===== config.mk =====
export PLATFORM = sky130hd
export DESIGN_NAME = io_port_ctrl_flat
export DESIGN_NICKNAME = d
export VERILOG_FILES = /design/src/core/io_ctrl_pkg.sv /design/src/core/cpu_io_if.sv /design/src/core/io_port_ctrl.sv /design/src/flat_wrapper.sv
export SDC_FILE = /design/constraint.sdc
export NUM_CORES = 1
export LEC_CHECK = 0
export BUFFER_PORTS_ARGS = -buffer_cell sky130_fd_sc_hd__buf_2
export CELL_PAD_IN_SITES_DETAIL_PLACEMENT = 1
export CELL_PAD_IN_SITES_GLOBAL_PLACEMENT = 1
export CORE_AREA = 2 2 103 105
export CTS_CLUSTER_DIAMETER = 100
export CTS_CLUSTER_SIZE = 40
export DETAILED_ROUTE_END_ITERATION = 8
export DIE_AREA = 0 0 105 107
export GPL_ROUTABILITY_DRIVEN = 0
export MAX_ROUTING_LAYER = met4
export PLACE_DENSITY_LB_ADDON = 0.1
export SETUP_SLACK_MARGIN = 0.4
export SYNTH_ARGS = -nofsm -noshare
export SYNTH_HDL_FRONTEND = slang
export SYNTH_SLANG_ARGS = --single-unit

===== constraint.sdc =====
create_clock -name core_clk -period 9.5 [get_ports core_clk]
set_input_delay 0.475 -clock core_clk [delete_from_list [all_inputs] [get_ports core_clk]]
set_output_delay 0.475 -clock core_clk [all_outputs]
set_load 0.01 [all_outputs]

===== src/core/io_ctrl_pkg.sv =====
package io_ctrl_pkg;
  // Data-space offsets
  localparam logic [7:0] OFS_PIN_A      = 8'h20;
  localparam logic [7:0] OFS_DIR_A      = 8'h21;
  localparam logic [7:0] OFS_OUT_A      = 8'h22;
  localparam logic [7:0] OFS_OUT_B      = 8'h25;
  localparam logic [7:0] OFS_MCU_CTRL   = 8'h55;
  // Short I/O window
  localparam logic [7:0] IO_SPACE_OFS   = 8'h20;
  localparam logic [7:0] IO_SPACE_TOP   = 8'h3f;
  localparam logic [7:0] EXT_IO_BASE    = 8'h60;
  // Control register fields
  localparam int BIT_DBG_DIS    = 7;
  localparam int BIT_BOD_OFF    = 6;
  localparam int BIT_BOD_UNLOCK = 5;
  localparam int BIT_PUD        = 4;
  localparam int BIT_VSEL       = 1;
  localparam int BIT_VCE        = 0;
  localparam logic [7:0] CTRL_RW_MASK = 8'hf3;
  localparam logic [7:0] RESET_BYTE   = 8'h00;
  // Timed windows in CPU clock cycles
  localparam logic [2:0] UNLOCK_CYCLES  = 3'd4;
  localparam logic [2:0] BOD_DELAY      = 3'd3;
  localparam logic [2:0] BOD_HOLD       = 3'd3;
  // Host command port register indices and command codes
  localparam logic [3:0] H_ADDR    = 4'h0;
  localparam logic [3:0] H_WDATA   = 4'h1;
  localparam logic [3:0] H_CMD     = 4'h2;
  localparam logic [3:0] H_RDATA   = 4'h3;
  localparam logic [3:0] H_STATUS  = 4'h4;
  localparam logic [7:0] CMD_ST_DATA = 8'h01;
  localparam logic [7:0] CMD_LD_DATA = 8'h02;
  localparam logic [7:0] CMD_OUT_IO  = 8'h03;
  localparam logic [7:0] CMD_IN_IO   = 8'h04;
endpackage : io_ctrl_pkg


===== src/core/cpu_io_if.sv =====
`timescale 1ns/1ps
`default_nettype none
interface cpu_io_if;
  logic       io_space;
  logic [7:0] addr;
  logic [7:0] wdata;
  logic       wr;
  logic       rd;
  logic [7:0] rdata;
  modport dev (input io_space, addr, wdata, wr, rd, output rdata);
  modport cpu (output io_space, addr, wdata, wr, rd, input rdata);
endinterface : cpu_io_if
`default_nettype wire


===== src/core/io_port_ctrl.sv =====
`timescale 1ns/1ps
`default_nettype none
module io_port_ctrl
  import io_ctrl_pkg::*;
#(
  parameter int W = 8,
  parameter int TX_PIN = 1
) (
  // Clock and reset
  input  wire logic         core_clk,
  input  wire logic         rst,
  // CPU register access
  cpu_io_if.dev             bus,
  // Port A pins
  input  wire logic [W-1:0] pa_in,
  output var  logic [W-1:0] pa_out,
  output var  logic [W-1:0] pa_oe,
  output var  logic [W-1:0] pa_pullup,
  // Port B latch
  output var  logic [W-1:0] port_b_output_latch,
  // Fuses, locks, core status
  input  wire logic         debug_port_fuse,
  input  wire logic         app_boot_lock,
  input  wire logic         boot_side_lock,
  input  wire logic         exec_in_boot,
  input  wire logic         sleep_exec,
  input  wire logic         tx_enable,
  // Control outputs
  output var  logic         debug_port_enable,
  output var  logic         vector_select,
  output var  logic         irq_block,
  output var  logic         brownout_detector_off
);
  logic [W-1:0] port_a_direction;
  logic [W-1:0] port_a_output_latch;
  logic [W-1:0] sync1;
  logic [W-1:0] sync2;
  logic [W-1:0] sync3;
  logic [W-1:0] pin_level;
  logic [7:0]   mcu_control;
  logic [2:0]   jtd_cnt;
  logic         jtd_val;
  logic [2:0]   bse_cnt;
  logic [2:0]   brownout_sleep_off_cnt;
  logic [2:0]   vce_cnt;
  logic         post_vsel;
  logic [7:0]   rdata;

  // Address decode; I/O space is remapped up by the offset
  wire       io_ok   = bus.addr <= IO_SPACE_TOP;
  wire [7:0] eff     = bus.io_space ? 8'(bus.addr + IO_SPACE_OFS) : bus.addr;
  wire       sel_ok  = !bus.io_space || io_ok;
  wire       wr      = bus.wr && sel_ok;
  wire       rd      = bus.rd && sel_ok;
  wire       wr_pin  = wr && eff == OFS_PIN_A;
  wire       wr_dir  = wr && eff == OFS_DIR_A;
  wire       wr_out  = wr && eff == OFS_OUT_A;
  wire       wr_outb = wr && eff == OFS_OUT_B;
  wire       wr_ctl  = wr && eff == OFS_MCU_CTRL;
  wire [7:0] wd      = bus.wdata;

  // Timed-sequence decode
  wire jtd_arm  = wr_ctl && wd[BIT_DBG_DIS] != mcu_control[BIT_DBG_DIS];
  wire jtd_hit  = jtd_arm && jtd_cnt != 3'd0 && jtd_val == wd[BIT_DBG_DIS];
  wire bse_arm  = wr_ctl && wd[BIT_BOD_OFF] && wd[BIT_BOD_UNLOCK];
  wire brownout_sleep_off_set = wr_ctl && bse_cnt != 3'd0 && wd[BIT_BOD_OFF]
                  && !wd[BIT_BOD_UNLOCK];
  wire vce_on   = vce_cnt != 3'd0;
  wire vce_arm  = wr_ctl && wd[BIT_VCE];
  wire vsel_wr  = wr_ctl && vce_on && !wd[BIT_VCE];
  wire brownout_sleep_off_on  = brownout_sleep_off_cnt != 3'd0 && brownout_sleep_off_cnt <= BOD_HOLD;

  // Pin level from second and third stage once they agree
  always_ff @(posedge core_clk or posedge rst) begin
    if (rst) begin
      sync1     <= '0;
      sync2     <= '0;
      sync3     <= '0;
      pin_level <= '0;
    end else begin
      sync1 <= pa_in;
      sync2 <= sync1;
      sync3 <= sync2;
      for (int i = 0; i < W; i++) begin
        if (sync2[i] == sync3[i]) pin_level[i] <= sync3[i];
      end
    end
  end

  // Port registers; pin-register ones invert the latch
  always_ff @(posedge core_clk or posedge rst) begin
    if (rst) begin
      port_a_direction    <= '0;
      port_a_output_latch <= '0;
      port_b_output_latch <= '0;
    end else begin
      if (wr_dir) port_a_direction <= wd[W-1:0];
      if (wr_out) port_a_output_latch <= wd[W-1:0];
      else if (wr_pin) port_a_output_latch <= port_a_output_latch ^ wd[W-1:0];
      if (wr_outb) port_b_output_latch <= wd[W-1:0];
    end
  end

  // Debug disable needs two equal writes inside the window
  always_ff @(posedge core_clk or posedge rst) begin
    if (rst) begin
      jtd_cnt <= '0;
      jtd_val <= 1'b0;
    end else if (jtd_arm && !jtd_hit) begin
      jtd_cnt <= UNLOCK_CYCLES;
      jtd_val <= wd[BIT_DBG_DIS];
    end else if (jtd_hit) begin
      jtd_cnt <= '0;
    end else if (jtd_cnt != 3'd0) begin
      jtd_cnt <= jtd_cnt - 3'd1;
    end
  end

  // Brown-out unlock window, then delay plus hold on the sleep-off bit
  always_ff @(posedge core_clk or posedge rst) begin
    if (rst) begin
      bse_cnt  <= '0;
      brownout_sleep_off_cnt <= '0;
    end else begin
      if (bse_arm) bse_cnt <= UNLOCK_CYCLES;
      else if (brownout_sleep_off_set) bse_cnt <= '0;
      else if (bse_cnt != 3'd0) bse_cnt <= bse_cnt - 3'd1;
      if (brownout_sleep_off_set) brownout_sleep_off_cnt <= 3'(BOD_DELAY + BOD_HOLD);
      else if (brownout_sleep_off_cnt != 3'd0) brownout_sleep_off_cnt <= brownout_sleep_off_cnt - 3'd1;
    end
  end

  // Vector change window; one extra cycle covers the following instruction
  always_ff @(posedge core_clk or posedge rst) begin
    if (rst) begin
      vce_cnt   <= '0;
      post_vsel <= 1'b0;
    end else begin
      if (vce_arm) vce_cnt <= UNLOCK_CYCLES;
      else if (vsel_wr) vce_cnt <= '0;
      else if (vce_on) vce_cnt <= vce_cnt - 3'd1;
      post_vsel <= vsel_wr;
    end
  end

  // Control register image; bits 3 and 2 never store
  always_ff @(posedge core_clk or posedge rst) begin
    if (rst) begin
      mcu_control <= RESET_BYTE;
    end else begin
      if (jtd_hit) mcu_control[BIT_DBG_DIS] <= wd[BIT_DBG_DIS];
      mcu_control[BIT_BOD_OFF]    <= brownout_sleep_off_set || (brownout_sleep_off_cnt > 3'd1);
      mcu_control[BIT_BOD_UNLOCK] <= bse_arm || (bse_cnt > 3'd1 && !brownout_sleep_off_set);
      if (wr_ctl) mcu_control[BIT_PUD] <= wd[BIT_PUD];
      if (vsel_wr) mcu_control[BIT_VSEL] <= wd[BIT_VSEL];
      mcu_control[BIT_VCE] <= vce_arm || (vce_cnt > 3'd1 && !vsel_wr);
    end
  end

  // Read mux
  always_comb begin
    rdata = '0;
    case (eff)
      OFS_PIN_A:    rdata[W-1:0] = pin_level;
      OFS_DIR_A:    rdata[W-1:0] = port_a_direction;
      OFS_OUT_A:    rdata[W-1:0] = port_a_output_latch;
      OFS_OUT_B:    rdata[W-1:0] = port_b_output_latch;
      OFS_MCU_CTRL: rdata = mcu_control & CTRL_RW_MASK;
      default:      rdata = '0;
    endcase
  end

  // Registered outputs
  wire blk_sec = (mcu_control[BIT_VSEL] && app_boot_lock && !exec_in_boot)
               || (!mcu_control[BIT_VSEL] && boot_side_lock && exec_in_boot);
  always_ff @(posedge core_clk or posedge rst) begin
    if (rst) begin
      bus.rdata             <= '0;
      pa_out                <= '0;
      pa_oe                 <= '0;
      pa_pullup             <= '0;
      debug_port_enable     <= 1'b0;
      vector_select         <= 1'b0;
      irq_block             <= 1'b0;
      brownout_detector_off <= 1'b0;
    end else begin
      bus.rdata <= rd ? rdata : 8'h00;
      pa_out    <= port_a_output_latch;
      for (int i = 0; i < W; i++) begin
        pa_oe[i]     <= port_a_direction[i] || (i == TX_PIN && tx_enable);
        pa_pullup[i] <= !port_a_direction[i] && port_a_output_latch[i]
                        && !mcu_control[BIT_PUD];
      end
      debug_port_enable <= debug_port_fuse && !mcu_control[BIT_DBG_DIS];
      vector_select     <= mcu_control[BIT_VSEL];
      // Separate line so the core's global enable flag is never touched
      irq_block <= vce_arm || vce_on || vsel_wr || post_vsel || blk_sec;
      // Loaded on every sleep cycle; set only when sleep hits the active span
      if (sleep_exec) brownout_detector_off <= brownout_sleep_off_on;
    end
  end
endmodule : io_port_ctrl
`default_nettype wire


===== src/flat_wrapper.sv =====
// flat-port wrapper written by rule: the top's interface ports become plain ports
module io_port_ctrl_flat import io_ctrl_pkg::*;
#(
  parameter int W = 8,
  parameter int TX_PIN = 1
)
  (core_clk, rst, pa_in, pa_out, pa_oe, pa_pullup, port_b_output_latch, debug_port_fuse, app_boot_lock, boot_side_lock, exec_in_boot, sleep_exec, tx_enable, debug_port_enable, vector_select, irq_block, brownout_detector_off, bus_io_space, bus_addr, bus_wdata, bus_wr, bus_rd, bus_rdata);
  cpu_io_if bus_i ();
  input  wire logic core_clk;
  input  wire logic rst;
  input  wire logic [W-1:0] pa_in;
  output var  logic [W-1:0] pa_out;
  output var  logic [W-1:0] pa_oe;
  output var  logic [W-1:0] pa_pullup;
  output var  logic [W-1:0] port_b_output_latch;
  input  wire logic debug_port_fuse;
  input  wire logic app_boot_lock;
  input  wire logic boot_side_lock;
  input  wire logic exec_in_boot;
  input  wire logic sleep_exec;
  input  wire logic tx_enable;
  output var  logic debug_port_enable;
  output var  logic vector_select;
  output var  logic irq_block;
  output var  logic brownout_detector_off;
  input wire logic [$bits(bus_i.io_space)-1:0] bus_io_space;
  input wire logic [$bits(bus_i.addr)-1:0] bus_addr;
  input wire logic [$bits(bus_i.wdata)-1:0] bus_wdata;
  input wire logic [$bits(bus_i.wr)-1:0] bus_wr;
  input wire logic [$bits(bus_i.rd)-1:0] bus_rd;
  output wire logic [$bits(bus_i.rdata)-1:0] bus_rdata;
  assign bus_i.io_space = bus_io_space;
  assign bus_i.addr = bus_addr;
  assign bus_i.wdata = bus_wdata;
  assign bus_i.wr = bus_wr;
  assign bus_i.rd = bus_rd;
  assign bus_rdata = bus_i.rdata;
  io_port_ctrl #(.W(W), .TX_PIN(TX_PIN)) u_core (.core_clk(core_clk), .rst(rst), .bus(bus_i), .pa_in(pa_in), .pa_out(pa_out), .pa_oe(pa_oe), .pa_pullup(pa_pullup), .port_b_output_latch(port_b_output_latch), .debug_port_fuse(debug_port_fuse), .app_boot_lock(app_boot_lock), .boot_side_lock(boot_side_lock), .exec_in_boot(exec_in_boot), .sleep_exec(sleep_exec), .tx_enable(tx_enable), .debug_port_enable(debug_port_enable), .vector_select(vector_select), .irq_block(irq_block), .brownout_detector_off(brownout_detector_off));
endmodule

==> flow_summary_export.csv <==
group,metric,value,unit
cts,cts_resized,0,
sta,fin_crit_sh,0.292,
cts,htree_levels,3,
power_and_ir_drop,power,1110,uW
cts,cts_max_path_buffers,2,
route,drtIter0Drc,130,
synth,syn_inst,375,
cts,path_clk_slew,0.12,ns
cts,postCtsSetupRepairBufs,0,
cells_and_area,antenna_cells,0,
job,max-cap-violations,0,
placed_design,dp.cells,571,
synth,synth_edf_count,0,
hold_path,hp-class,"in -> async",
grt,antenna_found_initial,0,
cts,cts.sinks,112,
cts,clockRootBuffer,"clkbuf_8",
outcome,outcome,"finished clean",
synth,synth_area,4700,um^2
cells_and_area,layout-drive-gt1-share,0.277,
critical_path,required,9.77,ns
power_and_ir_drop,ir_worst_vdd,0.0944,mV
synth,ys_seq_elements,112,
critical_path,critPathLaunchType,"primary input",
power_and_ir_drop,p_int,766,uW
power_and_ir_drop,p_comb_frac,0.210,
cells_and_area,area_growth,15.2,%
placed_design,portBuffers,78,
critical_path,crit_arrival,3.05,ns
route,ant_nets,0,
sta,fin_hold_ws,0.0452,ns
synth,synthArstFlopShare,1.00,
floorplan,rows,37,
route,vias,3235,
power_and_ir_drop,switching_power,346,uW
cts,cts_tree,"done",
floorplan,start_util,0.466,
critical_path,cp-end-kind,"flip-flop",
sta,rsz0062_at_grt,"false",
floorplan,io_pins,79,
floorplan,coreArea,10100,um^2
power_and_ir_drop,p_leak,0.00254,uW
sta,fmax,360,MHz
floorplan,dieWidth,105,um
power_and_ir_drop,pwr-share-clk,0.282,
critical_path,critPathMaxStageDelay,0.84,ns
sta,finalClockSkew,0.0118,ns
cells_and_area,mostFrequentLayoutCell,"dfrtp_1",
synth,yosysSeqAreaShare,0.596,
sta,slew_headroom,0.213,
route,wl_per_cell,18.2,um
route,vias_per_cell,5.51,
grt,grt_max_degree,86,
critical_path,critPathMaxFanout,23,
grt,grt_pass1_wl,17300,um
synth,synth_flop_cell,"dfrtp_1",
floorplan,die_h,107,um
synth,synth_cell_types,50,
sta,maxSlewViolCount,0,
route,drc,0,
grt,track_usage,0.204,
route,dr.pass1.iters,5,
power_and_ir_drop,pwr_density_cell,205,nW/um^2
sta,hold_viol,0,
floorplan,fp.dieArea,11200,um^2
synth,syn_avg_cell_area,12.5,um^2
synth,ys_warn_count,0,
cells_and_area,layout_common_cells,"dfrtp_1, buf_2, mux2_2, nand3_1, o21ai_0",
critical_path,path_cells,"buf_2 -> ha_1 -> or3b_1 -> a21oi_2 -> and3_1 -> mux2_2",
critical_path,ff2ff_path_depth,5,
cts,cts_hold_buf,0,
sta,min_period,2.78,ns
power_and_ir_drop,netSwitchingFraction,0.312,
cts,clock_latency,0.38,ns
grt,grt_remaining_overflow,0,
sta,fin_setup_tns,0,ns
cts,cts_made_buffers,9,
sta,tightestPinTransition,1.18,ns
synth,syn-num-nets,423,
critical_path,cpMaxStageDelayCell,"a21oi_2",
grt,grt_pass1_vias,3327,
sta,setup_viol_count_final,0,
cells_and_area,instances_no_fill,587,
power_and_ir_drop,pwr-share-seq,0.508,
cells_and_area,nets,494,
critical_path,critPathKind,"in -> reg",
placed_design,dp_hpwl,7620,um
route,drt-total-wl,10700,um
cells_and_area,fillCellCount,1104,
==> cells by family (layout without fill, tap and decap cells) <==
family,count (synthesis),in the layout,share of synthesized area
muxes,30,30,0.0699
xor gates and xnor gates,5,5,0.00931
buffers and inverters,30,106,0.0282
adders and majority gates,21,21,0.0516
DFF,112,112,0.596
and+or+nand+nor,100,100,0.126
AOI/OAI and AO/OA,77,77,0.119
==> path summary, 6_finish.rpt <==
check | start | to | slack [ns]
max | bus_addr[5] | u_core.port_b_output_latch[1]$_DFFE_PP0P_ | 6.72
min | rst | u_core.pin_level[2]$_DFFE_PP0N_ | 0.05
max reg2reg | u_core.vce_cnt[0]$_DFFE_PP0P_ | u_core.mcu_control[1]$_DFFE_PP0P_ | 7.70
min reg2reg | u_core.sync1[0]$_DFF_PP0_ | u_core.sync2[0]$_DFF_PP0_ | 0.35
max in group asynchronous | rst | u_core.port_b_output_latch[2]$_DFFE_PP0P_ | 8.09
min in group core_clk | pa_in[7] | u_core.sync1[7]$_DFF_PP0_ | 0.19
==> worst max-delay path, delay by kind of cell <==
family | cells | cell delay (ns)
AO/OA/AOI/OAI | 1 | 0.84
adder cells (fa/ha/maj) | 1 | 0.29
buffers and inverters | 1 | 0.13
multiplexers | 1 | 0.39
AND/OR/NAND/NOR | 2 | 0.92
==> per-stage QoR <==
| stage | utilization | cell area (um^2) | setup WS, ns |
|---|---|---|---|
| after CTS | 0.537 | 5420 | 6.78 |
| after detailed placement | 0.514 | 5190 | 6.38 |
| after global routing | 0.537 | 5420 | 6.63 |
| after floorplan | - | 4700 | 6.07 |
| after global placement | 0.514 | 5190 | 6.42 |
| final | 0.537 | 5420 | 6.72 |
==> cell usage after synthesis (6+ instances only) <==
library cell | number | share of area
nor2b_1 | 10 | 0.013
nand2_1 | 13 | 0.010
inv_1 | 11 | 0.0088
ha_1 | 13 | 0.035
a21o_1 | 6 | 0.0096
maj3_1 | 8 | 0.017
clkbuf_1 | 11 | 0.0088
nor4b_1 | 6 | 0.011
o21ai_0 | 14 | 0.015
o2bb2ai_1 | 7 | 0.013
a21oi_1 | 13 | 0.014
mux2_2 | 19 | 0.045
nor3b_1 | 11 | 0.018
and3_1 | 13 | 0.017
o211ai_1 | 7 | 0.011
dfrtp_1 | 112 | 0.60
mux2i_1 | 10 | 0.021
nand3_1 | 18 | 0.019
nor2_1 | 11 | 0.0088
==> area by class of cell <==
| type | instances | area (um^2) | share of cell area |
|---|---|---|---|
| clock buffers | 9 | 124 | 0.0228 |
| clock inverters | 7 | 110 | 0.0203 |
| inverters | 11 | 43.8 | 0.00808 |
| multi-input cells | 233 | 1770 | 0.327 |
| flip-flops and latches | 112 | 2800 | 0.517 |
| well taps | 136 | 170 | 0.0314 |
| repair buffers | 79 | 398 | 0.0734 |
==> registers in the layout (all words and copies together) (netlist names), 3 cells and up <==
register,flops
u_core.pa_oe,8
u_core.pa_pullup,8
u_core.pin_level,8
u_core.port_a_direction,8
u_core.mcu_control,6
u_core.port_b_output_latch,8
u_core.brownout_sleep_off_cnt,3
u_core.pa_out,8
u_core.sync3,8
u_core.jtd_cnt,3
u_core.sync1,8
u_core.bse_cnt,3
u_core.port_a_output_latch,8
u_core.sync2,8
u_core.bus.rdata,8
u_core.vce_cnt,3
==> per-layer routing <==
metal / global-route usage / part of all wire
met4: 0.0714 / 0.015
met1: 0.267 / 0.46
met3: 0.0298 / 0.031
met5: - / 0
met2: 0.330 / 0.50
==> power groups by stage <==
stage	Clock (uW)	Sequential, uW	Combinational (uW)
after floorplan	0	570	169
after global placement	0	571	221
after detailed placement	0	575	235
after CTS	324	566	236
after global routing	339	572	265
final	314	565	233
(Power assumes the default switching activity.)
